--- src/verilog/csc_consts.svh ---
// Register offsets, field positions, unlock key and flag masks of the clock source status block
// Functional notes
// - Zero bits in clear write change nothing
// - One bits clear matching latched flags
// - Fast RC lock lost shows lost lock
// - Fast RC locked: tuned and within margin
// - Multiplier lock lost on disable or fault
// - Multiplier locked only when output accurate
// - Reference stopped shows stopped or slow reference
// - Sync ready gates DFLL register access
// - Fine locked shows high accuracy lock
// - Coarse locked shows medium accuracy lock
// - Oscillator ready only when stable
// - Unlock opens next access to target
// - Unlock word: key top byte, offset low
// - Enable bit starts or stops oscillator
// - Start-up field selects ready wait
// - Gain field selects gain, test gain bit
// - Mode bit: external clock or crystal
// - Count slow RC cycles before lock
// - VCO ratio from multiplier and divider
// - Multiplier register frozen while enabled
// - Latched flags hold until cleared
// - Option bit one halves output
`ifndef CSC_CONSTS_SVH
`define CSC_CONSTS_SVH
`define CSC_OFF_IFS       10'h00C
`define CSC_OFF_IFC       10'h010
`define CSC_OFF_STATUS    10'h014
`define CSC_OFF_UNLOCK    10'h018
`define CSC_OFF_OSCCTRL   10'h01C
`define CSC_OFF_PLLCTRL   10'h020
`define CSC_UNLOCK_KEY    8'hAA
`define CSC_KEY_MSB       31
`define CSC_KEY_LSB       24
`define CSC_UADDR_MSB     9
`define CSC_BIT_AE        31
`define CSC_BIT_FRC_LOST  14
`define CSC_BIT_FRC_LOCK  13
`define CSC_BIT_PLL_LOST  7
`define CSC_BIT_PLL_LOCK  6
`define CSC_BIT_FLL_RCS   4
`define CSC_BIT_FLL_RDY   3
`define CSC_BIT_FLL_FINE  2
`define CSC_BIT_FLL_CRS   1
`define CSC_BIT_OSC_RDY   0
`define CSC_OSC_EN_BIT    16
`define CSC_OSC_SU_MSB    11
`define CSC_OSC_SU_LSB    8
`define CSC_OSC_AGC_BIT   3
`define CSC_OSC_GAIN_MSB  2
`define CSC_OSC_GAIN_LSB  1
`define CSC_OSC_MODE_BIT  0
`define CSC_PLL_CNT_MSB   29
`define CSC_PLL_CNT_LSB   24
`define CSC_PLL_MUL_MSB   19
`define CSC_PLL_MUL_LSB   16
`define CSC_PLL_DIV_MSB   11
`define CSC_PLL_DIV_LSB   8
`define CSC_PLL_OPT_MSB   5
`define CSC_PLL_OPT_LSB   3
`define CSC_PLL_OSC_MSB   2
`define CSC_PLL_OSC_LSB   1
`define CSC_PLL_EN_BIT    0
`define CSC_IFS_MASK      32'h800060DF
`define CSC_STATUS_MASK   32'h000060DF
`endif

--- src/verilog/csc_pkg.sv ---
// Types shared by the clock source status block
package csc_pkg;
  typedef enum logic [1:0] {
    SEQ_OFF  = 2'b00,
    SEQ_WAIT = 2'b01,
    SEQ_RUN  = 2'b11
  } csc_seq_t;

  typedef struct packed {
    logic [2:0]  rc_sync;
    logic [6:0]  pin_s1;
    logic [6:0]  pin_s2;
    logic        unlock_armed;
    logic [9:0]  unlock_addr;
    logic [31:0] ifs;
    logic [31:0] live_prev;
    logic [31:0] rdata;
    logic        osc_en;
    logic [3:0]  osc_startup;
    logic        osc_agc;
    logic [1:0]  osc_gain;
    logic        osc_mode;
    csc_seq_t    osc_seq;
    logic [15:0] osc_cnt;
    logic [5:0]  pll_count;
    logic [3:0]  pll_mul;
    logic [3:0]  pll_div;
    logic [2:0]  pll_opt;
    logic [1:0]  pll_ref;
    logic        pll_en;
    csc_seq_t    pll_seq;
    logic [5:0]  pll_cnt;
    logic        pll_lost;
    logic        frc_lost;
    logic [5:0]  vco_num;
    logic [3:0]  vco_den;
  } csc_state_t;
endpackage

--- src/verilog/csc_top.sv ---
// Clock source status, unlock and oscillator/multiplier control registers
`timescale 1ns/100ps
`default_nettype none
`include "csc_consts.svh"
module csc_top (
  input  wire logic        ref_clk,
  input  wire logic        rst_n,
  input  wire logic        pb_valid,
  input  wire logic        pb_write,
  input  wire logic [9:0]  pb_addr,
  input  wire logic [31:0] pb_wdata,
  output logic      [31:0] pb_rdata,
  input  wire logic        slow_system_rc_clock,
  input  wire logic        osc_stable_in,
  input  wire logic        fast_rc_tune_done,
  input  wire logic        fll_ref_stopped_in,
  input  wire logic        fll_sync_ready_in,
  input  wire logic        fll_fine_in,
  input  wire logic        fll_coarse_in,
  input  wire logic        multiplier_fault_in,
  input  wire logic [15:0] fast_rc_count,
  input  wire logic [15:0] fast_rc_target,
  input  wire logic [15:0] tuning_lock_margin,
  input  wire logic        multiplier_reenable,
  output logic             crystal_osc_enable,
  output logic      [3:0]  osc_startup,
  output logic      [1:0]  osc_gain,
  output logic             auto_gain_test,
  output logic             osc_mode_crystal,
  output logic             osc_output_pin_gpio,
  output logic             multiplier_enable,
  output logic      [3:0]  multiplier_factor,
  output logic      [3:0]  divider_factor,
  output logic      [2:0]  multiplier_options,
  output logic      [1:0]  multiplier_ref_select,
  output logic             multiplier_out_halve,
  output logic      [5:0]  vco_ratio_num,
  output logic      [3:0]  vco_ratio_den,
  output logic             multiplier_locked,
  output logic             crystal_osc_ready,
  output logic      [31:0] interrupt_flag_status
);

  csc_pkg::csc_state_t st_ff;
  csc_pkg::csc_state_t nxt_st;

  // Distance between two counts, either order
  function automatic logic [15:0] abs_diff(input logic [15:0] a, input logic [15:0] b);
    abs_diff = (a > b) ? (a - b) : (b - a);
  endfunction

  // Start-up wait in slow RC edges; encoding is power of two of the field
  function automatic logic [15:0] startup_wait(input logic [3:0] sel);
    startup_wait = 16'h0001 << sel;
  endfunction

  // Write strobe aimed at one register offset
  function automatic logic wr_to(input logic wr, input logic [9:0] a, input logic [9:0] off);
    wr_to = wr & (a == off);
  endfunction

  // Sequence has reached its running state
  function automatic logic seq_running(input csc_pkg::csc_seq_t s);
    seq_running = (s == csc_pkg::SEQ_RUN);
  endfunction

  logic        rc_edge;
  logic        wr_hit;
  logic        rd_hit;
  logic        wr_ifc;
  logic        wr_unlock;
  logic        wr_osc;
  logic        wr_pll;
  logic        wr_allowed;
  logic        access_error;
  logic        osc_good;
  logic        fll_rcs;
  logic        fll_rdy;
  logic        fll_fine;
  logic        fll_crs;
  logic        pll_fault;
  logic        frc_locked;
  logic        pll_locked;
  logic        pll_start;
  logic        osc_rdy;
  logic [31:0] live;
  logic [31:0] clr_mask;
  logic [31:0] rise;
  logic [31:0] rd_word;

  always_comb begin
    nxt_st = st_ff;
    // Two flops ahead of any logic; third flop only for the edge
    nxt_st.rc_sync = {st_ff.rc_sync[1:0], slow_system_rc_clock};
    nxt_st.pin_s1  = {multiplier_fault_in, fll_coarse_in, fll_fine_in, fll_sync_ready_in,
                      fll_ref_stopped_in, fast_rc_tune_done, osc_stable_in};
    nxt_st.pin_s2  = st_ff.pin_s1;
    rc_edge   = st_ff.rc_sync[1] & ~st_ff.rc_sync[2];
    osc_good  = st_ff.pin_s2[0];
    fll_rcs   = st_ff.pin_s2[2];
    fll_rdy   = st_ff.pin_s2[3];
    fll_fine  = st_ff.pin_s2[4];
    fll_crs   = st_ff.pin_s2[5];
    pll_fault = st_ff.pin_s2[6];

    wr_hit = pb_valid & pb_write;
    rd_hit = pb_valid & ~pb_write;
    // One strobe per writable offset
    wr_ifc    = wr_to(wr_hit, pb_addr, `CSC_OFF_IFC);
    wr_unlock = wr_to(wr_hit, pb_addr, `CSC_OFF_UNLOCK);
    wr_osc    = wr_to(wr_hit, pb_addr, `CSC_OFF_OSCCTRL);
    wr_pll    = wr_to(wr_hit, pb_addr, `CSC_OFF_PLLCTRL);
    // Protected write passes only right after a keyed unlock naming it
    wr_allowed = st_ff.unlock_armed & (st_ff.unlock_addr == pb_addr);
    access_error = 1'b0;

    // Unlock is spent by whatever access comes next
    if (pb_valid) begin
      nxt_st.unlock_armed = 1'b0;
    end
    if (wr_unlock) begin
      if (pb_wdata[`CSC_KEY_MSB:`CSC_KEY_LSB] == `CSC_UNLOCK_KEY) begin
        nxt_st.unlock_armed = 1'b1;
        nxt_st.unlock_addr  = pb_wdata[`CSC_UADDR_MSB:0];
      end
    end

    pll_start = 1'b0;
    if (wr_osc) begin
      if (wr_allowed) begin
        nxt_st.osc_en      = pb_wdata[`CSC_OSC_EN_BIT];
        nxt_st.osc_startup = pb_wdata[`CSC_OSC_SU_MSB:`CSC_OSC_SU_LSB];
        nxt_st.osc_agc     = pb_wdata[`CSC_OSC_AGC_BIT];
        nxt_st.osc_gain    = pb_wdata[`CSC_OSC_GAIN_MSB:`CSC_OSC_GAIN_LSB];
        nxt_st.osc_mode    = pb_wdata[`CSC_OSC_MODE_BIT];
      end else begin
        access_error = 1'b1;
      end
    end
    if (wr_pll) begin
      if (!wr_allowed) begin
        access_error = 1'b1;
      end else if (st_ff.pll_en) begin
        // Running loop keeps its setup; only shutting it down gets through
        nxt_st.pll_en = pb_wdata[`CSC_PLL_EN_BIT];
      end else begin
        nxt_st.pll_count = pb_wdata[`CSC_PLL_CNT_MSB:`CSC_PLL_CNT_LSB];
        nxt_st.pll_mul   = pb_wdata[`CSC_PLL_MUL_MSB:`CSC_PLL_MUL_LSB];
        nxt_st.pll_div   = pb_wdata[`CSC_PLL_DIV_MSB:`CSC_PLL_DIV_LSB];
        nxt_st.pll_opt   = pb_wdata[`CSC_PLL_OPT_MSB:`CSC_PLL_OPT_LSB];
        nxt_st.pll_ref   = pb_wdata[`CSC_PLL_OSC_MSB:`CSC_PLL_OSC_LSB];
        nxt_st.pll_en    = pb_wdata[`CSC_PLL_EN_BIT];
        pll_start        = pb_wdata[`CSC_PLL_EN_BIT];
      end
    end
    if (multiplier_reenable && st_ff.pll_en) begin
      pll_start = 1'b1;
    end

    // Ratio held as numerator over denominator; divider zero doubles
    if (st_ff.pll_div == 4'h0) begin
      nxt_st.vco_num = {st_ff.pll_mul + 4'h1 == 4'h0, st_ff.pll_mul + 4'h1, 1'b0};
      nxt_st.vco_den = 4'h1;
    end else begin
      nxt_st.vco_num = {1'b0, st_ff.pll_mul == 4'hF, st_ff.pll_mul + 4'h1};
      nxt_st.vco_den = st_ff.pll_div;
    end

    // Oscillator start-up sequence
    case (st_ff.osc_seq)
      csc_pkg::SEQ_OFF: begin
        nxt_st.osc_cnt = 16'h0000;
        if (st_ff.osc_en) begin
          nxt_st.osc_seq = csc_pkg::SEQ_WAIT;
        end
      end
      csc_pkg::SEQ_WAIT: begin
        if (!st_ff.osc_en) begin
          nxt_st.osc_seq = csc_pkg::SEQ_OFF;
        end else if (st_ff.osc_cnt >= startup_wait(st_ff.osc_startup)) begin
          nxt_st.osc_seq = csc_pkg::SEQ_RUN;
        end else if (rc_edge) begin
          nxt_st.osc_cnt = st_ff.osc_cnt + 16'h0001;
        end
      end
      csc_pkg::SEQ_RUN: begin
        if (!st_ff.osc_en) begin
          nxt_st.osc_seq = csc_pkg::SEQ_OFF;
        end
      end
      default: nxt_st.osc_seq = csc_pkg::SEQ_OFF;
    endcase

    // Multiplier lock sequence on slow RC edges
    // A zero count locks two cycles after the start, one cycle spent in the wait state
    case (st_ff.pll_seq)
      csc_pkg::SEQ_OFF: begin
        nxt_st.pll_cnt = 6'h00;
        if (pll_start) begin
          nxt_st.pll_seq  = csc_pkg::SEQ_WAIT;
          nxt_st.pll_lost = 1'b0;
        end
      end
      csc_pkg::SEQ_WAIT: begin
        if (!st_ff.pll_en) begin
          nxt_st.pll_seq = csc_pkg::SEQ_OFF;
        end else if (st_ff.pll_cnt == st_ff.pll_count) begin
          nxt_st.pll_seq = csc_pkg::SEQ_RUN;
        end else if (rc_edge) begin
          nxt_st.pll_cnt = st_ff.pll_cnt + 6'h01;
        end
      end
      csc_pkg::SEQ_RUN: begin
        if (!st_ff.pll_en || pll_fault) begin
          nxt_st.pll_seq  = csc_pkg::SEQ_OFF;
          nxt_st.pll_lost = 1'b1;
        end else if (pll_start) begin
          nxt_st.pll_seq = csc_pkg::SEQ_WAIT;
          nxt_st.pll_cnt = 6'h00;
        end
      end
      default: nxt_st.pll_seq = csc_pkg::SEQ_OFF;
    endcase

    frc_locked = st_ff.pin_s2[1] &
                 (abs_diff(fast_rc_count, fast_rc_target) <= tuning_lock_margin);
    // Fault drops lock at once, a cycle before the state follows
    pll_locked = seq_running(st_ff.pll_seq) & ~pll_fault;
    // Lost clears again once tuning relocks
    if (st_ff.live_prev[`CSC_BIT_FRC_LOCK] && !frc_locked) begin
      nxt_st.frc_lost = 1'b1;
    end else if (frc_locked) begin
      nxt_st.frc_lost = 1'b0;
    end

    live = 32'h00000000;
    live[`CSC_BIT_FRC_LOST] = st_ff.frc_lost;
    live[`CSC_BIT_FRC_LOCK] = frc_locked;
    live[`CSC_BIT_PLL_LOST] = st_ff.pll_lost;
    live[`CSC_BIT_PLL_LOCK] = pll_locked;
    live[`CSC_BIT_FLL_RCS]  = fll_rcs;
    live[`CSC_BIT_FLL_RDY]  = fll_rdy;
    live[`CSC_BIT_FLL_FINE] = fll_fine;
    live[`CSC_BIT_FLL_CRS]  = fll_crs;
    // Stable pin alone is not enough; the start-up wait must be over
    osc_rdy = seq_running(st_ff.osc_seq) & st_ff.osc_en & osc_good;
    live[`CSC_BIT_OSC_RDY]  = osc_rdy;
    nxt_st.live_prev = live;

    // New events beat a simultaneous clear
    rise = live & ~st_ff.live_prev;
    rise[`CSC_BIT_AE] = access_error;
    clr_mask = 32'h00000000;
    if (wr_ifc) begin
      clr_mask = pb_wdata & `CSC_IFS_MASK;
    end
    nxt_st.ifs = ((st_ff.ifs & ~clr_mask) | rise) & `CSC_IFS_MASK;

    // Write-only and unmapped offsets read zero
    rd_word = 32'h00000000;
    case (pb_addr)
      `CSC_OFF_IFS:     rd_word = st_ff.ifs;
      `CSC_OFF_STATUS:  rd_word = live & `CSC_STATUS_MASK;
      `CSC_OFF_OSCCTRL: rd_word = {15'h0000, st_ff.osc_en, 4'h0, st_ff.osc_startup,
                                   4'h0, st_ff.osc_agc, st_ff.osc_gain, st_ff.osc_mode};
      `CSC_OFF_PLLCTRL: rd_word = {2'h0, st_ff.pll_count, 4'h0, st_ff.pll_mul, 4'h0,
                                   st_ff.pll_div, 2'h0, st_ff.pll_opt, st_ff.pll_ref,
                                   st_ff.pll_en};
      default:          rd_word = 32'h00000000;
    endcase
    if (rd_hit) begin
      nxt_st.rdata = rd_word;
    end
  end

  always_ff @(posedge ref_clk) begin
    if (!rst_n) begin
      st_ff <= '0;
    end else begin
      st_ff <= nxt_st;
    end
  end

  assign pb_rdata              = st_ff.rdata;
  assign crystal_osc_enable    = st_ff.osc_en;
  assign osc_startup           = st_ff.osc_startup;
  assign osc_gain              = st_ff.osc_gain;
  assign auto_gain_test        = st_ff.osc_agc;
  assign osc_mode_crystal      = st_ff.osc_mode;
  // External clock mode frees the output pin
  assign osc_output_pin_gpio   = ~st_ff.osc_mode;
  assign multiplier_enable     = st_ff.pll_en;
  assign multiplier_factor     = st_ff.pll_mul;
  assign divider_factor        = st_ff.pll_div;
  assign multiplier_options    = st_ff.pll_opt;
  assign multiplier_ref_select = st_ff.pll_ref;
  assign multiplier_out_halve  = st_ff.pll_opt[1];
  assign vco_ratio_num         = st_ff.vco_num;
  assign vco_ratio_den         = st_ff.vco_den;
  assign multiplier_locked     = st_ff.live_prev[`CSC_BIT_PLL_LOCK];
  assign crystal_osc_ready     = st_ff.live_prev[`CSC_BIT_OSC_RDY];
  assign interrupt_flag_status = st_ff.ifs;

endmodule
`default_nettype wire
--- config.mk ---
export PLATFORM = sky130hd
export DESIGN_NAME = csc_top
export DESIGN_NICKNAME = d
export VERILOG_FILES = /design/src/verilog/csc_pkg.sv /design/src/verilog/csc_top.sv
export VERILOG_INCLUDE_DIRS = /design/src /design/src/verilog
export SDC_FILE = /design/constraint.sdc
export NUM_CORES = 1
export LEC_CHECK = 0
export ABC_AREA = 1
export BUFFER_PORTS_ARGS = -buffer_cell sky130_fd_sc_hd__buf_2
export CAP_MARGIN = 20
export CORE_MARGIN = 4
export CORE_UTILIZATION = 45
export CTS_CLUSTER_DIAMETER = 80
export CTS_CLUSTER_SIZE = 25
export DETAILED_ROUTE_END_ITERATION = 8
export PLACE_DENSITY = 0.76
export SETUP_SLACK_MARGIN = 0.02
export SLEW_MARGIN = 0
export SYNTH_ARGS = -nofsm -noshare
export SYNTH_HDL_FRONTEND = slang
export SYNTH_SLANG_ARGS = --single-unit
--- constraint.sdc ---
create_clock -name ref_clk -period 6.5 [get_ports ref_clk]
set_input_delay 0.325 -clock ref_clk [delete_from_list [all_inputs] [get_ports ref_clk]]
set_output_delay 0.325 -clock ref_clk [all_outputs]
set_load 0.05 [all_outputs]
# [Yosys cells after proc, flatten, opt, wreduce, memory -nomap -nowiden]
# Index checks and enable logic that the tools add are counted.
[word_totals] register_bits=168 input_bits=103 output_inout_bits=101
[op_classes] add_sub_neg=5 n_lt_le_gt_ge=3 n_eq_ne=29 shift=1 n_mux=40 bitwise=23 n_reduce_logical=24
[op_table] op="$pmux 32 s4" n=1
[op_table] op="$mux 16" n=4
[op_table] op="$eq 10x5->1 const B" n=4
[op_table] op="$and 32x32->32" n=1
[op_table] op="$mux 32" n=1
[op_table] op="$not 32->32" n=1
[op_table] op="$or 32x32->32" n=1
[op_table] op="$pmux 16 s2" n=1
[op_table] op="$sub 16x16->16" n=2
[op_table] op="$and 15x31->31" n=1
[op_table] op="$not 31->31" n=1
[op_table] op="$mux 6" n=4
[op_table] op="$ne 2x2->1 const B" n=12
[op_table] op="$mux 11" n=2
[op_table] op="$pmux 6 s3" n=1
[op_table] op="$add 16x1->16 const B" n=1
[op_table] op="$ge 16x16->1" n=1
[op_table] op="$gt 16x16->1" n=1
[op_table] op="$le 16x16->1" n=1
[op_table] op="$mux 2" n=8
[op_table] op="$shl 1x4->16 const A" n=1
[op_table] op="$mux 1" n=13
[op_table] op="$and 1x1->1" n=12
[op_table] op="$pmux 2 s3" n=2
[op_table] op="27 further kinds" n=48

# [Logic depth before layout (Yosys ltp)]
# Gate-level depths: netlist of run 1.
[depth] word_depth=8 ltp_mapped=31

# [Worst setup path before layout of run 1]
# No wires, ideal clock.
[synth_path] path_type="input to register" start="input port fast_rc_count[0]" end="register st_ff (netlist bit interrupt_flag_status[13])" setup_time_ns=0.070 arrival_time_ns=3.198 slack_ns=3.232 cell_stages=22 path_cell_list="inv_1 ha_1 inv_1 fa_1 nand2_1 nand2_1 a21oi_1 o21ai_1 nand2_1 nand4_1 nand2_2 buf_2 nand2_1 nand2_1 inv_1 ha_1 nand2_1 nor4_1 nand3_1 a21boi_0 nand2_1 a21oi_1"
[synth_via] elab_chain_len=6
[synth_lines] item="start, declared" line_no="csc_top.sv:21" source="input wire logic [15:0] fast_rc_count,"
[synth_lines] item="$sub 16x16->16 or $gt 16x16->1 (tied branches)" line_no="csc_top.sv:49" source="abs_diff = (a > b) ? (a - b) : (b - a);"
[synth_lines] item="$mux 16 *" line_no="csc_top.sv:49"
[synth_lines] item="$le 16x16->1 *" line_no="csc_top.sv:226" source="(abs_diff(fast_rc_count, fast_rc_target) <= tuning_lock_margin);"
[synth_lines] item="$and 1x1->1 *" line_no="csc_top.sv:225" source="frc_locked = st_ff.pin_s2[1] &"
[synth_lines] item="$and 15x31->31 *" line_no="csc_top.sv:251" source="rise = live & ~st_ff.live_prev;"
[synth_lines] item="$or 32x32->32 *" line_no="csc_top.sv:257" source="nxt_st.ifs = ((st_ff.ifs & ~clr_mask) | rise) & `CSC_IFS_MASK;"
[synth_lines] item="end signal, assigned" line_no="csc_top.sv:280" source="st_ff <= nxt_st;"
[synth_lines] item="end, declared" line_no="csc_top.sv:44" source="csc_pkg::csc_state_t st_ff;"
# Every way passes the cells marked *; elsewhere a longest branch is shown, timed or not.
# A chain may end at the register's enable or synchronous reset.

# [Final worst setup path of run 1]
[layout_path] start="input port fast_rc_count[2]" end="register st_ff (netlist bit interrupt_flag_status[13])"
# The elaborated chain is that of the path after synthesis.

==> metrics.csv, run 1 <==
stage,metric,value,unit
status,status,"complete, no violations",
grt,GR Util All Layers,0.214,
timing,final worst slack,2.84,ns
setup_path,critical path launch point type,input port,
grt,first-pass GRT wire length,41800,um
grt,initial antenna violation count,0,
floorplanning,row count,53,
synthesis,Main synth FF type,dfxtp_1,
place,Setup WS pre-CTS,2.38,ns
clock_tree,clock root cell,clkbuf_16,
route,DRT iter0 DRCs,493,
clock_tree,CTS tree,built,
clock_tree,"Reg clk slew, reported paths",0.06,ns
timing,"Slew Viols, Final",0,
clock_tree,"Hold-fix buffers, CTS",0,
cells_and_area,Area Growth Syn to Fin,10.0,%
synthesis,Post-synth EDFFs,0,
synthesis,Yosys reg bits,139,
setup_path,worst path required time,6.86,ns
synthesis,sequential fraction of the synthesis area,0.288,
setup_path,critical path peak fanout,17,
clock_tree,post-CTS sizing,0,
floorplanning,die height,155,um
synthesis,Post-Synthesis Cell Area,9670,um^2
timing,Slew @ Worst Pin,0.848,ns
hold_path,hold depth,3,
power_and_ir_drop,Leak,5.15,nW
synthesis,multiplexer share of the synthesized area,0,
cells_and_area,ratio of cells with drive above 1 in the final layout,0.167,
floorplanning,I/O pin count,204,
power_and_ir_drop,pwr dens,208,nW/um^2
setup_path,Critical Path AT,4.02,ns
cells_and_area,Layout Cells excl Fill,1793,
synthesis,Synth Area in Compound Gates,0.143,
hold_path,hold crit path type,input port to register,
floorplanning,core area,21100,um^2
synthesis,Synth Area in Adders,0.0896,
flow_run,max-cap check violation count,0,
synthesis,asr flop ratio synth,0,
place,# port buffers,168,
clock_tree,post-CTS setup buffers,0,
timing,min cycle time layout,3.66,ns
setup_path,critical path class,input port to register,
setup_path,cells on worst reg2reg path,11,
route,vias per cell,5.03,
floorplanning,die width,155,um
timing,final period utilization,0.562,
timing,fmax,274,MHz
route,via count,9019,
place,GP Congestion,0.933,
timing,Rel. slew slack,0.434,
place,Placed Cells,1762,
clock_tree,htree depth,4,
clock_tree,Max Buffers Root-to-Sink,2,
timing,RSZ-0062 raised after global routing,false,
timing,Max Clock Skew,0.0183,ns
cells_and_area,Post-layout nets,1677,
clock_tree,TritonCTS Buffers,17,
clock_tree,sink count of the clock tree,139,
timing,Final Hold Fails,0,
cells_and_area,Layout fillers,2128,
cells_and_area,Ant. Diodes,0,
route,drt pass-1 iters,5,
setup_path,endpoint class of the critical path,register,
grt,vias in the first global route,8532,
synthesis,syn_area_per_cell,6.81,um^2
route,DRC viols,0,
floorplanning,area of the die,23900,um^2
grt,largest net degree at the start of global routing,69,
timing,# setup viols final,0,
route,Final ANT Viol Nets,0,
synthesis,Post-Synth Simple-Gate Area,0.265,
route,detailed-route wire length,25900,um
synthesis,XOR/XNOR Fraction of Synth Area,0.0408,
power_and_ir_drop,Peak VDD IR,0.000191,V
synthesis,Mapped Cells,1420,
place,dpl hpwl,19800,um
grt,final global-route overflow total,0,
synthesis,Ys Warns,0,
clock_tree,worst skew pair latency,0.43,ns
route,DR WL/cell,14.5,um
timing,TNS Setup,0,ns
synthesis,largest family of logic cells by synthesized area,simple AND/OR/NAND/NOR gates,
floorplanning,initial core utilization,0.458,
synthesis,synth unique cells,53,
[final timing paths]
| path | start | endpoint | slack [ns] |
|---|---|---|---|
| worst max-delay path | fast_rc_count[2] | interrupt_flag_status[13] | 2.84 |
| worst min-delay path | fll_ref_stopped_in | nxt_st[176] | 0.07 |
| worst max register to register | osc_startup[2] | st_ff[40] | 3.04 |
| worst min register to register | st_ff[113] | interrupt_flag_status[14] | 0.41 |
[through the flow]
| step | instance area [um^2] | total power [mW] | hold slack, ns | util |
|---|---|---|---|---|
| after floorplan | 9770 | 1.21 | 0.390 | - |
| after global placement | 10100 | 1.29 | 0.398 | 0.478 |
| after detailed placement | 10100 | 1.30 | 0.401 | 0.478 |
| after CTS | 10600 | 2.22 | 0.0710 | 0.504 |
| after global routing | 10600 | 2.31 | 0.0811 | 0.504 |
| final | 10600 | 2.21 | 0.0702 | 0.504 |
[cell families after synthesis]
group,Yosys count
AND/OR/NAND/NOR,584
AO/OA/AOI/OAI,245
flip-flops,139
adder cells (fa/ha/maj),68
buffers and inverters,338
XOR/XNOR,45
other,1
[per-layer routing]
metal | routed length (um) | share of wire | GRT usage
met1 | 11900 | 0.46 | 0.291
met2 | 12000 | 0.46 | 0.349
met3 | 1460 | 0.056 | 0.0319
met4 | 576 | 0.022 | 0.0694
met5 | 0 | 0 | 0
[state kept, by name, indices dropped and copies added, names as in the netlist, 2 cells and up]
register / flops
multiplier_options: 3
pb_rdata: 25
vco_ratio_num: 6
osc_gain: 2
nxt_st: 9
interrupt_flag_status: 10
multiplier_factor: 4
live: 2
vco_ratio_den: 4
divider_factor: 4
multiplier_ref_select: 2
st_ff: 52
osc_startup: 4
[cells in the mapped netlist, types with 2 or more instances]
library cell | count | share of area
a21oi_2 | 10 | 0.0091
nand2_1 | 317 | 0.12
o21ai_1 | 13 | 0.0067
buf_1 | 3 | 0.0012
inv_1 | 189 | 0.073
nand3_2 | 2 | 0.0021
a21o_1 | 4 | 0.0031
a211oi_1 | 3 | 0.0023
o2111ai_1 | 4 | 0.0036
xor2_1 | 37 | 0.034
clkbuf_1 | 21 | 0.0082
xnor2_1 | 8 | 0.0072
o21ai_0 | 56 | 0.029
a21boi_0 | 4 | 0.0031
inv_2 | 11 | 0.0043
dfxtp_1 | 139 | 0.29
o22ai_1 | 14 | 0.0091
nor3_1 | 12 | 0.0062
nor2_1 | 111 | 0.043
o211ai_1 | 5 | 0.0039
buf_4 | 94 | 0.073
nand3_1 | 75 | 0.039
fa_1 | 2 | 0.0041
buf_2 | 10 | 0.0052
ha_1 | 66 | 0.085
or2_1 | 2 | 0.0013
clkinv_1 | 4 | 0.0016
nand2_2 | 13 | 0.0084
nor4_1 | 7 | 0.0045
or2_2 | 2 | 0.0013
o21bai_1 | 6 | 0.0047
nand4_1 | 27 | 0.017
nand3_4 | 3 | 0.0054
buf_6 | 3 | 0.0035
a21oi_1 | 120 | 0.062
nor2_4 | 4 | 0.0047
nor2_2 | 3 | 0.0019
[layout make-up]
class                           count  area [um^2]  share of cell area
Multi-Input combinational cell    971         5320               0.500
Timing Repair Buffer              171          863              0.0812
Clock inverter                     12          118              0.0111
Inverter                          206          779              0.0733
Clock buffer                       19          433              0.0407
Tap cell                          275          344              0.0324
Sequential cell                   139         2780               0.262
[power breakdown]
group          switching [mW]  total [mW]  internal, mW
sequential            0.00599       0.871         0.865
clock                   0.398       0.926         0.528
combinational           0.284       0.415         0.131
[layout by cell type, fill, tap and decap left out, drive strengths merged, types with 19 or more instances in the layout]
| cell type | Yosys | routed |
|---|---|---|
| a21oi | 130 | 130 |
| buf | 111 | 171 |
| clkbuf | 21 | 19 |
| conb | 1 | 29 |
| dfxtp | 139 | 139 |
| ha | 66 | 66 |
| inv | 200 | 204 |
| nand2 | 330 | 330 |
| nand3 | 80 | 80 |
| nand4 | 27 | 27 |
| nor2 | 119 | 119 |
| o21ai | 69 | 69 |
| xor2 | 37 | 37 |
[critical path: stages]
cell and delay [ns]:
buf_2 0.09, inv_1 0.04, ha_1 0.41, nand2_1 0.13
inv_2 0.07, nand2_1 0.04, nand2_1 0.17, a21oi_1 0.09
o21ai_1 0.14, nand2_1 0.09, nand4_1 0.09, nand2_2 0.24
inv_2 0.32, nand2_1 0.08, nand2_1 0.07, inv_1 0.04
ha_1 0.28, nand2_1 0.11, nor4_1 0.46, nand3_1 0.15
a21boi_0 0.37, nand2_1 0.09, a21oi_1 0.12
Power figures use the tool's default switching activity.
==> run 2, diff against run 1 <==
clock period = 3.7 ns   (was 6.5 ns; I/O delays follow)
==> run 2 against run 1 <==
Register-to-register slack got worse by 2.0 ns. Utilization increased by 1.0 points. Sequential share of layout area decreased by 0.52 points. Largest power group unchanged. Clock power increased by 83%.
==> metrics.csv, run 2 (synthesized netlist as in run 1, its figures left out) <==
stage,metric,value,unit,change
place,Placed Cells,1775,,+0.74%
cells_and_area,Largest Register,st_ff,,
setup_path,cells on worst reg2reg path,11,,unchanged
setup_path,critical path class,input port to register,,
place,Setup WS pre-CTS,0.183,ns,-2.20 ns
cells_and_area,"commonest non-fill, non-tap cell in the layout",nand2_1,,
setup_path,worst reg2reg path startpoint,osc_startup[2],,
power_and_ir_drop,Sw Ratio,0.316,,+0.00488
cells_and_area,Area Growth Syn to Fin,12.3,%,
route,DRC viols,0,,unchanged
timing,Slew @ Worst Pin,1.00,ns,+0.153 ns
power_and_ir_drop,net switching power,1.26,mW,+83%
timing,Max Clock Skew,0.0116,ns,-0.00666 ns
power_and_ir_drop,Leak,5.27,nW,+2.3%
floorplanning,die height,155,um,unchanged
floorplanning,die width,155,um,unchanged
setup_path,Critical Path AT,3.45,ns,-0.57 ns
route,vias per cell,5.09,,+1.1%
timing,min cycle time layout,3.09,ns,
power_and_ir_drop,overall power,3.98,mW,+80%
setup_path,critical path peak fanout,8,,-9
grt,initial antenna violation count,3,,+3
setup_path,Worst R2R End,st_ff[50],,
floorplanning,I/O pin count,204,,unchanged
cells_and_area,most frequent cells in the layout,"317 x nand2_1, 189 x inv_1, 168 x buf_2",,
clock_tree,worst skew pair latency,0.43,ns,about the same
setup_path,endpoint class of the critical path,register,,
clock_tree,sink count of the clock tree,139,,unchanged
timing,final worst slack,0.612,ns,-2.23 ns
clock_tree,TritonCTS Buffers,17,,unchanged
setup_path,Critical Path End,interrupt_flag_status[13],,
setup_path,worst reg2reg setup slack,1.03,ns,-2.01 ns
status,status,"complete, no violations",,
grt,GR Util All Layers,0.219,,+0.00536
cells_and_area,Post-layout nets,1698,,+1.3%
power_and_ir_drop,sequential power share,0.385,,-0.009
setup_path,critical path launch point type,input port,,
timing,fmax,324,MHz,
floorplanning,initial core utilization,0.458,,unchanged
setup_path,CP startpoint,fast_rc_count[0],,
clock_tree,clock root cell,clkbuf_16,,
timing,Rel. slew slack,0.332,,-0.103
power_and_ir_drop,Int Power,2.72,mW,+78%
grt,largest net degree at the start of global routing,68,,-1.4%
route,Final ANT Viol Nets,0,,unchanged
route,DRT iter0 DRCs,511,,+3.7%
clock_tree,"Reg clk slew, reported paths",0.07,ns,about the same
route,via count,9245,,+2.5%
cells_and_area,Layout Cells excl Fill,1818,,+1.4%
setup_path,worst path required time,4.06,ns,-2.80 ns
grt,first-pass GRT wire length,43000,um,+2.7%
hold_path,hold crit path type,input port to register,,
clock_tree,CTS tree,built,,
timing,# setup viols final,0,,unchanged
timing,final period utilization,0.835,,
power_and_ir_drop,Clk pwr share,0.426,,+0.007
route,detailed-route wire length,26700,um,+2.9%
route,DR WL/cell,14.7,um,+1.5%
power_and_ir_drop,combinational fraction of design power,0.190,,+0.002
place,# port buffers,168,,unchanged
clock_tree,post-CTS sizing,0,,unchanged
power_and_ir_drop,Peak VDD IR,0.000254,V,+33%
timing,RSZ-0062 raised after global routing,false,,
timing,hold_ws,0.0130,ns,-0.0572 ns
place,dpl hpwl,20400,um,+2.9%
route,drt pass-1 iters,5,,unchanged
floorplanning,row count,53,,unchanged
floorplanning,core area,21100,um^2,unchanged
cells_and_area,max reg flops,52,,unchanged
timing,Final Hold Fails,0,,unchanged
grt,final global-route overflow total,0,,unchanged
clock_tree,htree depth,4,,unchanged
flow_run,max-cap check violation count,0,,unchanged
power_and_ir_drop,pwr dens,366,nW/um^2,+76%
floorplanning,area of the die,23900,um^2,unchanged
clock_tree,Max Buffers Root-to-Sink,2,,unchanged
place,GP Congestion,0.937,,+0.43%
grt,vias in the first global route,8999,,+5.5%
cells_and_area,ratio of cells with drive above 1 in the final layout,0.175,,+0.00801
timing,"Slew Viols, Final",0,,unchanged
timing,TNS Setup,0,ns,unchanged
## run 2: worst min-delay path by stage
stage / depth (start not counted) / endpoint / slack, ns / from
2_1_floorplan: 2 / nxt_st[174] / 0.28 / osc_stable_in
3_3_place_gp: 3 / nxt_st[178] / 0.37 / fll_fine_in
3_5_place_dp: 3 / nxt_st[176] / 0.37 / fll_ref_stopped_in
4_1_cts: 3 / multiplier_factor[3] / 0.01 / pb_wdata[19]
5_1_grt: 3 / multiplier_options[2] / 0.02 / pb_wdata[5]
6_report: 3 / multiplier_factor[3] / 0.01 / pb_wdata[19]
## run 2: final cells by class
class | count | area (um^2)
clock inverters | 15 | 156
repair buffers | 192 | 1040
fillers | 2122 | 10200
diodes | 3 | 7.51
inverters | 206 | 779
well taps | 275 | 344
multi-input cells | 971 | 5320
flip-flops and latches | 139 | 2780
clock buffers | 17 | 425
## run 2: metal layers
metal,share of wire,track usage,routed length [um],vias up
met3,0.062,0.0400,1640,54
met5,0,0,0,-
met1,0.44,0.288,11800,4233
li1,-,-,-,4658
met4,0.028,0.0866,758,0
met2,0.47,0.356,12400,300
## run 2: repair_timing
action	4_1_cts	5_1_grt
hold buffers	8	0
buffers inserted	0	0
setup endpoints to repair	0	0
hold endpoints to repair	8	0
## run 2: power by group through the flow
stage	logic, mW	clock network, mW	registers, mW
global placement	0.729	0	1.56
finish	0.754	1.69	1.53
CTS	0.752	1.71	1.53
detailed placement	0.740	0	1.56
floorplan	0.569	0	1.56
global route	0.855	1.77	1.53
## run 2: worst max-delay path, cell delays in order
cell and delay, ns:
buf_2 0.11, inv_1 0.05, ha_1 0.16, inv_1 0.06, fa_1 0.42, nand2_1 0.10
nand2_1 0.08, a21oi_1 0.13, o21ai_1 0.11, nand2_1 0.09, nand4_1 0.09, nand2_2 0.16
buf_4 0.15, buf_4 0.15, nand2_1 0.06, nand2_1 0.06, inv_1 0.04, ha_1 0.28
a21oi_1 0.16, o21a_1 0.14, nand2_1 0.04, nand2_1 0.06, nand2_1 0.06, a21boi_0 0.30
nand2_1 0.10, a21oi_1 0.13
## run 2: through the flow
| step | cell area, um^2 | util |
|---|---|---|
| after floorplan | 9770 | - |
| after global placement | 10200 | 0.483 |
| after detailed placement | 10200 | 0.483 |
| after CTS | 10800 | 0.514 |
| after global routing | 10900 | 0.515 |
| final | 10900 | 0.515 |
==> run 3, diff against run 2 <==
PLACE_DENSITY = 0.78   (was 0.76)
clock period = 2.6 ns   (was 3.7 ns; I/O delays follow)
==> run 3 against run 2 <==
The flow now finishes with violations (negative setup slack). Power increased by 51%. Routed wire length increased by 7.0%. Critical path depth increased by 1. Count of clock-buffer cells in the layout increased by 1. Via count increased by 5.9%. Critical path type unchanged.
==> metrics.csv, run 3 (synthesized netlist as in run 1, its figures left out) <==
stage,metric,value,unit,change
timing,fmax,376,MHz,
floorplanning,die height,155,um,unchanged
route,Final ANT Viol Nets,0,,unchanged
route,detailed-route wire length,28500,um,+7.0%
power_and_ir_drop,Leak,5.80,nW,+10%
setup_path,Critical Path AT,2.93,ns,-0.52 ns
floorplanning,row count,53,,unchanged
setup_path,endpoint class of the critical path,register,,
timing,Slew @ Worst Pin,0.809,ns,-0.192 ns
setup_path,cells on worst reg2reg path,10,,-1
timing,final worst slack,-0.0600,ns,-0.672 ns
cells_and_area,Largest Register,st_ff,,
power_and_ir_drop,pwr dens,496,nW/um^2,+35%
status,status,finished with violations,,
cells_and_area,Layout fillers,1989,,-6.3%
cells_and_area,max reg flops,52,,unchanged
floorplanning,initial core utilization,0.458,,unchanged
power_and_ir_drop,overall power,6.00,mW,+51%
setup_path,critical path peak fanout,8,,unchanged
cells_and_area,post-route cell area,12100,um^2,+11%
clock_tree,TritonCTS Buffers,17,,unchanged
route,DR WL/cell,14.8,um,+1.2%
floorplanning,I/O pin count,204,,unchanged
status,failing checks,negative setup slack,,
route,drt pass-1 iters,6,,+1
place,# port buffers,168,,unchanged
route,DRT iter0 DRCs,556,,+8.8%
clock_tree,"Reg clk slew, reported paths",0.06,ns,about the same
route,vias per cell,5.09,,+0.14%
place,GP Congestion,0.961,,+2.6%
timing,"Slew Viols, Final",0,,unchanged
grt,GR Util All Layers,0.231,,+0.0123
cells_and_area,Area Growth Syn to Fin,25.1,%,
cells_and_area,most frequent cells in the layout,"297 x nand2_1, 179 x inv_1, 167 x buf_2",,
floorplanning,core area,21100,um^2,unchanged
setup_path,critical path class,input port to register,,
clock_tree,sink count of the clock tree,139,,unchanged
setup_path,Critical Path End,pb_rdata[13],,
setup_path,worst reg2reg setup slack,0.22,ns,-0.81 ns
grt,initial antenna violation count,1,,-2
clock_tree,Max Buffers Root-to-Sink,2,,unchanged
timing,RSZ-0062 raised after global routing,true,,
power_and_ir_drop,net switching power,1.95,mW,+55%
cells_and_area,ratio of cells with drive above 1 in the final layout,0.259,,+0.0847
power_and_ir_drop,Peak VDD IR,0.000440,V,+73%
power_and_ir_drop,Clk pwr share,0.396,,-0.030
flow_run,max-cap check violation count,0,,unchanged
setup_path,Worst R2R End,st_ff[53],,
route,DRC viols,0,,unchanged
power_and_ir_drop,combinational fraction of design power,0.242,,+0.052
cells_and_area,Post-layout nets,1804,,+6.2%
setup_path,worst path required time,2.87,ns,-1.19 ns
clock_tree,worst skew pair latency,0.43,ns,about the same
setup_path,CP startpoint,fast_rc_count[0],,
power_and_ir_drop,Sw Ratio,0.325,,+0.00945
clock_tree,CTS tree,built,,
power_and_ir_drop,Int Power,4.05,mW,+49%
timing,Final Hold Fails,0,,unchanged
hold_path,hold crit path type,input port to register,,
route,via count,9788,,+5.9%
floorplanning,die width,155,um,unchanged
grt,largest net degree at the start of global routing,68,,unchanged
timing,final period utilization,1.02,,
timing,# setup viols final,3,,+3
power_and_ir_drop,sequential power share,0.362,,-0.023
grt,first-pass GRT wire length,45500,um,+5.8%
setup_path,worst reg2reg path startpoint,osc_startup[2],,
grt,vias in the first global route,9461,,+5.1%
timing,Rel. slew slack,0.460,,+0.128
timing,Max Clock Skew,0.0158,ns,+0.00418 ns
place,dpl hpwl,21100,um,+3.7%
setup_path,critical path launch point type,input port,,
cells_and_area,"commonest non-fill, non-tap cell in the layout",nand2_1,,
place,Placed Area,10900,um^2,+6.6%
clock_tree,htree depth,4,,unchanged
grt,final global-route overflow total,0,,unchanged
place,Setup WS pre-CTS,-0.552,ns,-0.735 ns
timing,min cycle time layout,2.66,ns,
clock_tree,clock root cell,clkbuf_16,,
timing,hold_ws,0.00731,ns,-0.00566 ns
floorplanning,area of the die,23900,um^2,unchanged
[run 3: worst min path at each step]
stage,to,from,cells past startpoint
after floorplan,nxt_st[174],osc_stable_in,2
after global placement,nxt_st[175],fast_rc_tune_done,3
after detailed placement,nxt_st[177],fll_sync_ready_in,3
after CTS,multiplier_options[0],pb_wdata[3],3
after global routing,multiplier_options[0],pb_wdata[3],3
final,multiplier_options[0],pb_wdata[3],3
[run 3: final cells by class]
type	count	area, um^2	share of cell area
Sequential cell	139	2780	0.230
Timing Repair Buffer	297	1910	0.158
Multi-Input combinational cell	972	5670	0.469
Antenna cell	1	2.50	0.000207
Clock buffer	18	439	0.0363
Tap cell	275	344	0.0285
Inverter	206	805	0.0665
Clock inverter	14	143	0.0118
[run 3: metal layers]
layer,track usage,wire length (um),vias up
li1,-,-,4876
met1,0.296,12200,4505
met2,0.392,13700,347
met3,0.0361,1700,60
met4,0.0892,926,0
met5,0,0,-
[run 3: what timing repair did]
item	CTS	global route
gates cloned	1	0
endpoints found under the setup margin	4	20
pin swaps	8	20
buffers inserted	0	5
resized for setup	25	51
hold buffers	27	0
hold endpoints to repair	27	0
[run 3: power by group through the flow]
stage	clock network (mW)	logic [mW]	registers (mW)
floorplan	0	0.828	2.22
global placement	0	1.20	2.22
detailed placement	0	1.21	2.22
CTS	2.41	1.30	2.17
global route	2.50	1.60	2.18
finish	2.38	1.45	2.17
[run 3: metrics by stage]
| stage | utilization | TNS (ns) | instances |
|---|---|---|---|
| 3_3_place_gp | 0.515 | -1.91 | 1856 |
| 2_1_floorplan | - | -0.332 | 1448 |
| 5_1_grt | 0.573 | -0.831 | 1922 |
| 6_report | 0.573 | -0.109 | 1922 |
| 4_1_cts | 0.560 | -0.0311 | 1916 |
| 3_5_place_dp | 0.515 | -2.08 | 1856 |
[run 3: critical path: stages]
cell and delay [ns]:
buf_12 0.11, inv_12 0.04, ha_4 0.12, inv_2 0.03
fa_2 0.33, nand2_1 0.08, nand2_2 0.06, a21oi_2 0.13
o21ai_2 0.08, nand2_1 0.07, nand4_1 0.19, nand2_4 0.19
buf_6 0.16, nand2_1 0.08, nand2_1 0.07, inv_1 0.04
ha_1 0.28, nand2_2 0.06, o21a_1 0.18, nand2_1 0.07
nand2_1 0.06, nand2_2 0.08, nand2_1 0.05, nand3_1 0.06
nand2_1 0.05, nand2_1 0.05, a21oi_1 0.06
